File: config.mk
export PLATFORM = sky130hd
export DESIGN_NAME = adc_slot_sequencer
export DESIGN_NICKNAME = d
export VERILOG_FILES = /design/src/adc_seq_pkg.sv /design/src/adc_slot_sequencer.sv /design/src/adc_limit_check.sv /design/src/adc_pace_timer.sv
export SDC_FILE = /design/constraint.sdc
export NUM_CORES = 2
export LEC_CHECK = 0
export ABC_CLOCK_PERIOD_IN_PS = 24800
export CAP_MARGIN = 5
export CORE_UTILIZATION = 50
export CTS_BUF_LIST = sky130_fd_sc_hd__clkbuf_2 sky130_fd_sc_hd__clkbuf_4 sky130_fd_sc_hd__clkbuf_8
export CTS_CLUSTER_SIZE = 25
export DETAILED_ROUTE_END_ITERATION = 7
export DONT_BUFFER_PORTS = 1
export GPL_TIMING_DRIVEN = 0
export PLACE_DENSITY = 0.67
export SYNTH_ARGS = -nofsm -noshare
export SYNTH_HDL_FRONTEND = slang
export SYNTH_SLANG_ARGS = --single-unit
File: constraint.sdc
create_clock -name MCLK -period 24.8 [get_ports MCLK]
set_input_delay 1.24 -clock MCLK [delete_from_list [all_inputs] [get_ports MCLK]]
set_output_delay 1.24 -clock MCLK [all_outputs]
set_load 0.005 [all_outputs]
File: src/adc_seq_pkg.sv
// Shared constants, carriers and helpers for the converter slot sequencer
package adc_seq_pkg;
  localparam int DATA_W = 12;
  localparam int CH_W = 5;
  localparam int CH_NUM = 18;
  localparam int SLOT_NUM = 16;
  localparam int IRQ_W = 4;
  localparam logic [4:0] DEDICATED_CH = 5'h00;
  localparam logic [4:0] SHARED_LAST_SINGLE = 5'h10;
  localparam logic [4:0] SHARED_LAST_DUAL = 5'h08;
  localparam logic [4:0] TEMP_CH = 5'h11;
  localparam logic [4:0] NULL_SLOT = 5'h1F;
  localparam logic [4:0] SLOT_MAX = 5'h10;

  // Register offsets, byte addresses on a 10-bit port
  localparam logic [9:0] OFS_CTRL = 10'h000;
  localparam logic [9:0] OFS_CHAN_EN = 10'h004;
  localparam logic [9:0] OFS_SLOT_CNT = 10'h008;
  localparam logic [9:0] OFS_CLK_FREQ = 10'h00C;
  localparam logic [9:0] OFS_STATUS = 10'h010;
  localparam logic [9:0] OFS_IRQ_STAT = 10'h014;
  localparam logic [9:0] OFS_IRQ_MASK = 10'h018;
  localparam logic [9:0] OFS_HI_EN = 10'h01C;
  localparam logic [9:0] OFS_LO_EN = 10'h020;
  localparam logic [9:0] OFS_LAST = 10'h024;
  localparam logic [3:0] PAGE_SLOT = 4'h2;
  localparam logic [2:0] PAGE_HI = 3'h2;
  localparam logic [2:0] PAGE_LO = 3'h3;

  localparam int CTRL_RUN = 0;
  localparam int CTRL_DUAL = 1;
  localparam int CTRL_SECOND = 2;
  localparam int IRQ_SAMPLE = 0;
  localparam int IRQ_HI = 1;
  localparam int IRQ_LO = 2;
  localparam int IRQ_SKIP = 3;

  localparam logic [2:0] CTRL_RST = 3'h0;
  localparam logic [17:0] CHAN_EN_RST = 18'h00000;
  localparam logic [4:0] SLOT_CNT_RST = 5'h00;
  localparam logic [6:0] CLK_FREQ_RST = 7'h50;
  localparam logic [11:0] HI_LIM_RST = 12'hFFF;
  localparam logic [11:0] LO_LIM_RST = 12'h000;

  // Sample pacing at 200 MHz system clock
  localparam int CLK_PERIOD_NS = 5;
  localparam int SAMPLE_NS_FAST = 1000;
  localparam int SAMPLE_NS_TEMP = 20000;
  localparam int CYC_FAST = SAMPLE_NS_FAST / CLK_PERIOD_NS;
  localparam int CYC_TEMP = SAMPLE_NS_TEMP / CLK_PERIOD_NS;

  // Linear raw-to-Celsius map; plain defaults
  localparam logic [11:0] TEMP_ZERO_CODE = 12'h800;
  localparam int TEMP_SHIFT = 3;

  typedef struct packed {
    logic [CH_W-1:0] chan;
    logic [DATA_W-1:0] data;
  } sample_t;

  typedef struct packed {
    logic hi;
    logic lo;
    logic [CH_W-1:0] chan;
  } viol_t;

  function automatic logic chan_usable(input logic [17:0] en,
      input logic [4:0] ch, input logic dual, input logic second);
    logic ok;
    ok = 1'b0;
    if (ch == TEMP_CH)
      ok = en[17] && !(dual && second);
    else if (ch == DEDICATED_CH)
      ok = en[0];
    else if (ch <= (dual ? SHARED_LAST_DUAL : SHARED_LAST_SINGLE))
      ok = en[ch];
    return ok;
  endfunction : chan_usable
endpackage : adc_seq_pkg

File: src/adc_slot_sequencer.sv
// Converter slot sequencer with limit checking and register port
//
// The strobed register port and the address map were left to the implementer.
`timescale 1ns/10ps
`default_nettype none
// What this block does
// - Sixteen shared channels are enabled one by one, eight per block in dual mode.
// - The dedicated channel zero has its own enable bit apart from the shared ones.
// - A temperature conversion paces at 50 kHz, then the rate returns to 1 MHz.
// - A sample above an enabled upper limit raises a violation notice.
// - A sample below an enabled lower limit raises a violation notice.
// - Temperature limits are in degrees Celsius and flag samples above or below.
// - The slot count sets how many entries make one pass of the sequence.
// - A slot can only name an enabled channel; anything else is held empty.
// - An enabled channel named in no slot is never converted.
// - Slots convert in order and wrap from the last back to the first forever.
module adc_slot_sequencer (
  input wire logic MCLK, // System clock, 200 MHz
  input wire logic SYS_RST, // Async reset, high
  input wire logic [9:0] REG_ADDR, // Register byte address
  input wire logic [31:0] REG_WDATA, // Write data
  input wire logic REG_WR, // Write strobe
  input wire logic REG_RD, // Read strobe
  output logic [31:0] REG_RDATA, // Read data, cycle after strobe
  input wire logic PLL_LOCKED, // PLL lock, asynchronous
  output logic CONV_START, // Start one conversion
  output logic [4:0] CONV_CHAN, // Channel to convert
  output logic CONV_TEMP, // Slow temperature rate
  output logic [2:0] CONV_CLK_SEL, // Converter clock selection
  input wire logic CONV_DONE, // Conversion finished
  input wire logic [11:0] CONV_DATA, // Conversion result
  output logic SMP_VALID, // Sample strobe
  output adc_seq_pkg::sample_t SMP_OUT, // Sample with channel
  output logic VIOL_VALID, // Violation strobe
  output adc_seq_pkg::viol_t VIOL_OUT, // Violation flags and channel
  output logic IRQ // Interrupt, level
);
  import adc_seq_pkg::*;

  typedef enum logic [3:0] {
    ST_IDLE = 4'b0001,
    ST_WAIT = 4'b0010,
    ST_CONV = 4'b0100,
    ST_CHECK = 4'b1000
  } state_t;

  state_t state_reg;
  logic [2:0] ctrl_reg;
  logic [17:0] chan_en_reg;
  logic [4:0] slot_cnt_reg;
  logic [6:0] clk_freq_reg;
  logic [17:0] hi_en_reg;
  logic [17:0] lo_en_reg;
  logic [IRQ_W-1:0] irq_stat_reg;
  logic [IRQ_W-1:0] irq_mask_reg;
  logic [IRQ_W-1:0] irq_set;
  logic [IRQ_W-1:0] irq_clr;
  logic [4:0] slot_mem [SLOT_NUM];
  logic [11:0] hi_mem [CH_NUM];
  logic [11:0] lo_mem [CH_NUM];
  logic [3:0] slot_idx_reg;
  logic lock_s1_reg;
  logic lock_s2_reg;
  logic [31:0] rdata_next;
  logic wr_slot;
  logic wr_hi;
  logic wr_lo;
  logic rd_hit;
  logic [4:0] lim_idx;
  logic freq_ok;
  logic go;
  logic fire;
  logic [4:0] slot_ch;
  logic slot_ok;
  logic pace_start;
  logic pace_exp;
  viol_t viol_comb;
  logic [2:0] clk_sel;

  // Wrap after the last configured slot
  function automatic logic [3:0] next_slot(input logic [3:0] idx,
      input logic [4:0] cnt);
    logic [3:0] nxt;
    nxt = 4'h0;
    if ({1'b0, idx} + 5'h01 < cnt)
      nxt = idx + 4'h1;
    return nxt;
  endfunction : next_slot

  assign wr_slot = REG_WR && (REG_ADDR[9:6] == PAGE_SLOT);
  assign wr_hi = REG_WR && (REG_ADDR[9:7] == PAGE_HI);
  assign wr_lo = REG_WR && (REG_ADDR[9:7] == PAGE_LO);
  assign lim_idx = REG_ADDR[6:2];

  // Lock is asynchronous to MCLK
  always_ff @(posedge MCLK or posedge SYS_RST) begin
    if (SYS_RST) begin
      lock_s1_reg <= 1'b0;
      lock_s2_reg <= 1'b0;
    end else begin
      lock_s1_reg <= PLL_LOCKED;
      lock_s2_reg <= lock_s1_reg;
    end
  end

  always_comb begin
    clk_sel = 3'h0;
    freq_ok = 1'b1;
    case (clk_freq_reg)
      7'h02: clk_sel = 3'h0;
      7'h0A: clk_sel = 3'h1;
      7'h14: clk_sel = 3'h2;
      7'h28: clk_sel = 3'h3;
      7'h50: clk_sel = 3'h4;
      default: freq_ok = 1'b0;
    endcase
  end

  // Bad clock setting or no lock keeps the sequencer parked
  assign go = ctrl_reg[CTRL_RUN] && lock_s2_reg && freq_ok
              && (slot_cnt_reg != 5'h00);

  // Control registers
  always_ff @(posedge MCLK or posedge SYS_RST) begin
    if (SYS_RST) begin
      ctrl_reg <= CTRL_RST;
      chan_en_reg <= CHAN_EN_RST;
      slot_cnt_reg <= SLOT_CNT_RST;
      clk_freq_reg <= CLK_FREQ_RST;
      hi_en_reg <= CHAN_EN_RST;
      lo_en_reg <= CHAN_EN_RST;
      irq_mask_reg <= '0;
    end else if (REG_WR) begin
      case (REG_ADDR)
        OFS_CTRL: ctrl_reg <= REG_WDATA[2:0];
        OFS_CHAN_EN: chan_en_reg <= REG_WDATA[17:0];
        OFS_SLOT_CNT: slot_cnt_reg <= (REG_WDATA[4:0] > SLOT_MAX) ?
                                      SLOT_MAX : REG_WDATA[4:0];
        OFS_CLK_FREQ: clk_freq_reg <= REG_WDATA[6:0];
        OFS_HI_EN: hi_en_reg <= REG_WDATA[17:0];
        OFS_LO_EN: lo_en_reg <= REG_WDATA[17:0];
        OFS_IRQ_MASK: irq_mask_reg <= REG_WDATA[IRQ_W-1:0];
        default: ;
      endcase
    end
  end

  // Slot table; a disabled channel is stored as an empty slot
  always_ff @(posedge MCLK or posedge SYS_RST) begin
    if (SYS_RST) begin
      for (int i = 0; i < SLOT_NUM; i++)
        slot_mem[i] <= NULL_SLOT;
    end else if (wr_slot) begin
      slot_mem[REG_ADDR[5:2]] <= chan_usable(chan_en_reg, REG_WDATA[4:0],
          ctrl_reg[CTRL_DUAL], ctrl_reg[CTRL_SECOND]) ?
          REG_WDATA[4:0] : NULL_SLOT;
    end
  end

  // Limit tables
  always_ff @(posedge MCLK or posedge SYS_RST) begin
    if (SYS_RST) begin
      for (int i = 0; i < CH_NUM; i++) begin
        hi_mem[i] <= HI_LIM_RST;
        lo_mem[i] <= LO_LIM_RST;
      end
    end else if (lim_idx < 5'(CH_NUM)) begin
      if (wr_hi)
        hi_mem[lim_idx] <= REG_WDATA[11:0];
      if (wr_lo)
        lo_mem[lim_idx] <= REG_WDATA[11:0];
    end
  end

  // Slot evaluation at the start of each period
  always_comb begin
    slot_ch = slot_mem[slot_idx_reg];
    slot_ok = chan_usable(chan_en_reg, slot_ch, ctrl_reg[CTRL_DUAL],
                          ctrl_reg[CTRL_SECOND]);
    fire = (state_reg == ST_WAIT) && go && pace_exp;
    pace_start = fire;
  end

  adc_pace_timer u_pace (
    .clk(MCLK),
    .rst(SYS_RST),
    .start(pace_start),
    .slow(slot_ok && (slot_ch == TEMP_CH)),
    .expired(pace_exp)
  );

  // Sequencer state and slot pointer
  always_ff @(posedge MCLK or posedge SYS_RST) begin
    if (SYS_RST) begin
      state_reg <= ST_IDLE;
      slot_idx_reg <= 4'h0;
    end else begin
      case (state_reg)
        ST_IDLE: begin
          if (go) begin
            state_reg <= ST_WAIT;
            slot_idx_reg <= 4'h0;
          end
        end
        ST_WAIT: begin
          if (!go)
            state_reg <= ST_IDLE;
          else if (fire && slot_ok)
            state_reg <= ST_CONV;
          else if (fire) // Empty slot still takes its period
            slot_idx_reg <= next_slot(slot_idx_reg, slot_cnt_reg);
        end
        ST_CONV: begin
          // A started conversion is always finished
          if (CONV_DONE)
            state_reg <= ST_CHECK;
        end
        ST_CHECK: begin
          state_reg <= ST_WAIT;
          slot_idx_reg <= next_slot(slot_idx_reg, slot_cnt_reg);
        end
        default: state_reg <= ST_IDLE;
      endcase
    end
  end

  // Converter handshake; only slot contents ever reach it
  always_ff @(posedge MCLK or posedge SYS_RST) begin
    if (SYS_RST) begin
      CONV_START <= 1'b0;
      CONV_CHAN <= NULL_SLOT;
      CONV_TEMP <= 1'b0;
      CONV_CLK_SEL <= 3'h0;
    end else begin
      CONV_START <= fire && slot_ok;
      CONV_CLK_SEL <= clk_sel;
      if (fire && slot_ok) begin
        CONV_CHAN <= slot_ch;
        CONV_TEMP <= (slot_ch == TEMP_CH);
      end else if (state_reg == ST_CONV && CONV_DONE) begin
        CONV_TEMP <= 1'b0;
      end
    end
  end

  // Sample capture, tagged with the converted channel
  always_ff @(posedge MCLK or posedge SYS_RST) begin
    if (SYS_RST) begin
      SMP_VALID <= 1'b0;
      SMP_OUT <= '0;
    end else begin
      SMP_VALID <= (state_reg == ST_CONV) && CONV_DONE;
      if ((state_reg == ST_CONV) && CONV_DONE) begin
        SMP_OUT.chan <= CONV_CHAN;
        SMP_OUT.data <= CONV_DATA;
      end
    end
  end

  adc_limit_check u_limit (
    .smp(SMP_OUT),
    .hi_en(hi_en_reg[SMP_OUT.chan]),
    .lo_en(lo_en_reg[SMP_OUT.chan]),
    .hi_lim(hi_mem[SMP_OUT.chan]),
    .lo_lim(lo_mem[SMP_OUT.chan]),
    .viol(viol_comb)
  );

  // Violation notice one cycle after the sample
  always_ff @(posedge MCLK or posedge SYS_RST) begin
    if (SYS_RST) begin
      VIOL_VALID <= 1'b0;
      VIOL_OUT <= '0;
    end else begin
      VIOL_VALID <= SMP_VALID && (viol_comb.hi || viol_comb.lo);
      if (SMP_VALID)
        VIOL_OUT <= viol_comb;
    end
  end

  // Interrupt status: set wins over a same-cycle clear
  always_comb begin
    irq_set = '0;
    irq_set[IRQ_SAMPLE] = SMP_VALID;
    irq_set[IRQ_HI] = SMP_VALID && viol_comb.hi;
    irq_set[IRQ_LO] = SMP_VALID && viol_comb.lo;
    irq_set[IRQ_SKIP] = fire && !slot_ok;
    irq_clr = (REG_WR && REG_ADDR == OFS_IRQ_STAT) ?
              REG_WDATA[IRQ_W-1:0] : '0;
  end

  always_ff @(posedge MCLK or posedge SYS_RST) begin
    if (SYS_RST) begin
      irq_stat_reg <= '0;
      IRQ <= 1'b0;
    end else begin
      irq_stat_reg <= (irq_stat_reg & ~irq_clr) | irq_set;
      IRQ <= |(irq_stat_reg & irq_mask_reg);
    end
  end

  // Read decode
  always_comb begin
    rdata_next = 32'h0000_0000;
    rd_hit = 1'b1;
    case (REG_ADDR)
      OFS_CTRL: rdata_next[2:0] = ctrl_reg;
      OFS_CHAN_EN: rdata_next[17:0] = chan_en_reg;
      OFS_SLOT_CNT: rdata_next[4:0] = slot_cnt_reg;
      OFS_CLK_FREQ: rdata_next[6:0] = clk_freq_reg;
      OFS_STATUS: rdata_next[11:0] = {lock_s2_reg, freq_ok, CONV_TEMP,
                                      state_reg, slot_idx_reg, go};
      OFS_IRQ_STAT: rdata_next[IRQ_W-1:0] = irq_stat_reg;
      OFS_IRQ_MASK: rdata_next[IRQ_W-1:0] = irq_mask_reg;
      OFS_HI_EN: rdata_next[17:0] = hi_en_reg;
      OFS_LO_EN: rdata_next[17:0] = lo_en_reg;
      OFS_LAST: rdata_next[16:0] = SMP_OUT;
      default: rd_hit = 1'b0;
    endcase
    if (!rd_hit) begin
      if (REG_ADDR[9:6] == PAGE_SLOT)
        rdata_next[4:0] = slot_mem[REG_ADDR[5:2]];
      else if (REG_ADDR[9:7] == PAGE_HI && lim_idx < 5'(CH_NUM))
        rdata_next[11:0] = hi_mem[lim_idx];
      else if (REG_ADDR[9:7] == PAGE_LO && lim_idx < 5'(CH_NUM))
        rdata_next[11:0] = lo_mem[lim_idx];
    end
  end

  // Data stand only in the cycle after the read strobe
  always_ff @(posedge MCLK or posedge SYS_RST) begin
    if (SYS_RST)
      REG_RDATA <= 32'h0000_0000;
    else
      REG_RDATA <= REG_RD ? rdata_next : 32'h0000_0000;
  end
endmodule : adc_slot_sequencer
`default_nettype wire

File: src/adc_limit_check.sv
// Upper and lower limit comparison for one completed sample
`timescale 1ns/10ps
`default_nettype none
module adc_limit_check (
  input wire adc_seq_pkg::sample_t smp, // Completed sample
  input wire logic hi_en, // Upper limit enabled
  input wire logic lo_en, // Lower limit enabled
  input wire logic [11:0] hi_lim, // Upper limit
  input wire logic [11:0] lo_lim, // Lower limit
  output adc_seq_pkg::viol_t viol // Violation flags
);
  import adc_seq_pkg::*;
  logic temp;
  logic signed [12:0] val;
  logic signed [12:0] hi_v;
  logic signed [12:0] lo_v;
  logic signed [12:0] diff;

  // Temperature limits are signed Celsius, voltages unsigned codes
  always_comb begin
    temp = (smp.chan == TEMP_CH);
    diff = $signed({1'b0, smp.data}) - $signed({1'b0, TEMP_ZERO_CODE});
    val = temp ? (diff >>> TEMP_SHIFT) : $signed({1'b0, smp.data});
    hi_v = temp ? $signed({hi_lim[11], hi_lim}) : $signed({1'b0, hi_lim});
    lo_v = temp ? $signed({lo_lim[11], lo_lim}) : $signed({1'b0, lo_lim});
    viol.chan = smp.chan;
    viol.hi = hi_en && (val > hi_v);
    viol.lo = lo_en && (val < lo_v);
  end
endmodule : adc_limit_check
`default_nettype wire

File: src/adc_pace_timer.sv
// Sample period timer, fast or temperature-slow period
`timescale 1ns/10ps
`default_nettype none
module adc_pace_timer (
  input wire logic clk, // System clock
  input wire logic rst, // Async reset, high
  input wire logic start, // Begin one sample period
  input wire logic slow, // Use temperature period
  output logic expired // Period over
);
  import adc_seq_pkg::*;
  localparam logic [11:0] LOAD_FAST = 12'(CYC_FAST - 1);
  localparam logic [11:0] LOAD_TEMP = 12'(CYC_TEMP - 1);
  logic [11:0] count_reg;

  always_ff @(posedge clk or posedge rst) begin
    if (rst) begin
      count_reg <= 12'h000;
      expired <= 1'b1;
    end else if (start) begin
      count_reg <= slow ? LOAD_TEMP : LOAD_FAST;
      expired <= 1'b0;
    end else if (count_reg != 12'h000) begin
      count_reg <= count_reg - 12'h001;
    end else begin
      expired <= 1'b1;
    end
  end
endmodule : adc_pace_timer
`default_nettype wire

==> flow_metrics.env <==
export IMPL_outcome="finished with violations"
export IMPL_violations="max-capacitance violations"
export IMPL_multi_input_area_um2=17800
export IMPL_use_met2_pct=52.2
export IMPL_yosysSeqAreaShare_pct=47.5
export IMPL_grt_usage_pct=34.8
export IMPL_cts_htree_levels=3
export IMPL_critPathCapture="VIOL_OUT[6]"
export IMPL_power_per_cell_area_nw_per_um2=68.8
export IMPL_synth_xor_area_share_pct=0.316
export IMPL_area_growth_pct=11.1
export IMPL_post_place_cells=3617
export IMPL_gp_routability_congestion=0.979
export IMPL_drc=0
export IMPL_ant_nets=0
export IMPL_synth_commonest_cells="493 x mux2_2, 362 x dfrtp_1, 305 x dfstp_2"
export IMPL_synthDominantCellAreaShare_pct=25.2
export IMPL_design_core_area_um2=70600
export IMPL_path_class="reg -> reg"
export IMPL_gr_total_overflow=0
export IMPL_relSlewSlack_pct=0.461
export IMPL_vias_per_cell=6.72
export IMPL_max_slew_worst_pin_slew_ns=1.49
export IMPL_seq_area_um2=17100
export IMPL_ir_drop_mv=0.180
export IMPL_drt_pass1_iter_count=7
export IMPL_max_freq_mhz=153
export IMPL_hp_start="lock_s1_reg"
export IMPL_synth_top_family_by_area="multiplexers"
export IMPL_synth_edff_count=0
export IMPL_die_h_um=270
export IMPL_finalClockSkew_ns=0.0591
export IMPL_synth_simple_area_share_pct=5.67
export IMPL_postPlaceCellArea_um2=37400
export IMPL_whs_ns=0.350
export IMPL_port_buffers=0
export IMPL_dpl_hpwl_um=89700
export IMPL_start_util_pct=50.9
export IMPL_finalPower_uw=2750
export IMPL_clock_sinks=667
export IMPL_finalHoldViolCount=0
export IMPL_period_share_pct=26.3
export IMPL_synth_most_common_cell="mux2_2"
export IMPL_grt_pass1_wl_um=183000
export IMPL_r2r_start="SMP_OUT[12]"
export IMPL_synth_compound_area_share_pct=6.43
export IMPL_cp_data_required_time_ns=25.40
export IMPL_io_pins=129
export IMPL_syn_area_um2=36000
export IMPL_antenna_found_initial=15
export IMPL_drt_iter0_markers=3381
export IMPL_cts_root_buffer="clkbuf_8"
export IMPL_startpoint="SMP_OUT[12]"
export IMPL_maxCapViolCount=1
export IMPL_clockBufferDepth=3
export IMPL_finalSetupViolCount=0
export IMPL_synth_flop_cell="dfrtp_1"
export IMPL_fillers=5712
export IMPL_r2r_cells=17
export IMPL_hold_path_class="reg -> reg"
export IMPL_path_max_fanout=10
export IMPL_yosys_warnings=0
export IMPL_crit_arrival_ns=7.13
export IMPL_insertion_delay_ns=0.78
export IMPL_r2r_slack_ns=18.27
export IMPL_grt_start_max_net_pins=135
export IMPL_ys_ff_latch=667
export IMPL_cts_setup_buffers=0
export IMPL_top_regs="hi_mem x216, lo_mem x216, slot_mem x80"
export IMPL_min_period_ns=6.53
export IMPL_drive_above_1_share_pct=47.6
export IMPL_synth_area_leaders="dfrtp_1 25%, dfstp_2 22%, mux4_2 18%, mux2_2 15%, nand2_1 2.5%"
export IMPL_die_w_um=270
export IMPL_final_cells=3834
export IMPL_die_area_um2=73000
export IMPL_cts_tree="done"
export IMPL_wl_per_cell_um=32.8
export IMPL_synthAdderAreaFrac_pct=1.25
export IMPL_synth_distinct_cells=81
export IMPL_cp_end_kind="flip-flop"
export IMPL_vias=25800
export IMPL_reg2reg_to="VIOL_OUT[6]"
export IMPL_synthCells=2653
export IMPL_met1_usage_pct=44.8
export IMPL_clkTransAtPathRegs_ns=0.06
export IMPL_cts_resized=0
export IMPL_grt_busiest_layer="met2"
export IMPL_synthArstFlopShare_pct=100
export IMPL_yosysTopAreaCell="dfrtp_1"
export IMPL_startpoint_type="flip-flop"
export IMPL_grt_pass1_vias=25900
export IMPL_cellLeakagePower_uw=0.0167
export IMPL_cts_hold_fix_buffers=0
export IMPL_fp_row_count=97
export IMPL_synth_mux_area_share_pct=35.6
export IMPL_drv_slew=0
export IMPL_numCtsBuffers=113
export IMPL_stdcell_area_um2=40000
export IMPL_fin_nets=2891
export IMPL_grt_met3_usage_pct=10.9
export IMPL_avgSynthCellArea_um2=13.6
export IMPL_routed_wirelength_um=126000
export IMPL_rsz0062_at_grt="no"
through the flow:
step | setup WS (ns) | utilization (%) | setup TNS (ns)
6_report | 18.27 | 56.6 | 0
4_1_cts | 18.08 | 56.5 | 0
5_1_grt | 18.03 | 56.6 | 0
3_3_place_gp | -1.10 | 52.7 | -376.46
3_5_place_dp | 18.11 | 53.0 | 0
2_1_floorplan | 5.37 | - | 0
critical path: stages, from the launching register on:
cell      delay [ns]
dfrtp_1         0.36
clkbuf_1        0.74
buf_2           0.54
buf_2           0.49
buf_1           0.81
mux4_2          0.61
mux4_2          0.63
a21oi_1         0.23
ha_1            0.27
nor2b_1         0.14
o21a_1          0.17
o21a_1          0.17
o21ai_0         0.15
a21oi_1         0.09
o31a_1          0.27
o21ai_0         0.14
a2111o_1        0.38
o21ai_0         0.17
power by group:
part           switching (uW)  leakage, uW  internal (uW)
Sequential               41.9      0.00814           1160
Clock                     486      0.00133            596
Combinational             274      0.00725            189
Total                     801       0.0167           1950
final cells by class:
class,instances,share of cell area [%]
inverters,36,0.357
flip-flops and latches,667,42.7
well taps,940,2.94
repair buffers,14,0.654
clock inverters,22,0.491
diodes,7,0.0438
clock buffers,185,5.73
multi-input cells,1720,44.5
plain buffers,243,2.58
cells by family (layout without fill, tap and decap cells):
| kind of cell | count (synthesis) | after routing |
|---|---|---|
| AOI/OAI and AO/OA | 358 | 358 |
| xor gates and xnor gates | 13 | 13 |
| adders and majority gates | 36 | 36 |
| buffers and inverters | 279 | 500 |
| DFF | 667 | 667 |
| muxes | 841 | 841 |
| other | 1 | 21 |
| and+or+nand+nor | 458 | 458 |
metal layers:
layer / up-vias / wire length, um
li1: 10300 / -
met1: 13500 / 46700
met5: - / 80
met2: 1561 / 56500
met4: 14 / 7780
met3: 380 / 14500
how the worst min path moves through the flow:
stage                   to  slack [ns]  cells after the start
5_1_grt        lock_s2_reg        0.38                      0
4_1_cts        lock_s2_reg        0.35                      0
2_1_floorplan  lock_s2_reg        0.33                      0
6_report       lock_s2_reg        0.35                      0
3_3_place_gp   lock_s2_reg        0.35                      0
3_5_place_dp   lock_s2_reg        0.34                      0
layout by cell type, fill, tap and decap left out, types with 7 or more instances in the layout:
cell type	instances
dfrtp_1	362
a222oi_1	7
a221oi_1	19
mux4_2	287
buf_2	27
ha_1	36
nor3_1	15
mux2i_1	45
a22oi_1	45
xor2_1	7
o31ai_1	7
a21oi_1	62
clkinv_2	13
a22o_1	7
buf_4	21
nor2_1	91
clkbuf_8	144
clkbuf_4	41
inv_1	32
mux2_2	493
conb_1	14
a31oi_1	8
o21a_1	8
nand3_1	31
mux4_1	11
dfstp_2	305
nand2b_1	17
nor2b_1	10
buf_1	31
or3_1	9
nand4_1	8
diode_2	7
nor4_1	11
o21ai_0	136
clkbuf_1	163
nand2_1	235
(Power assumes the default switching activity.)
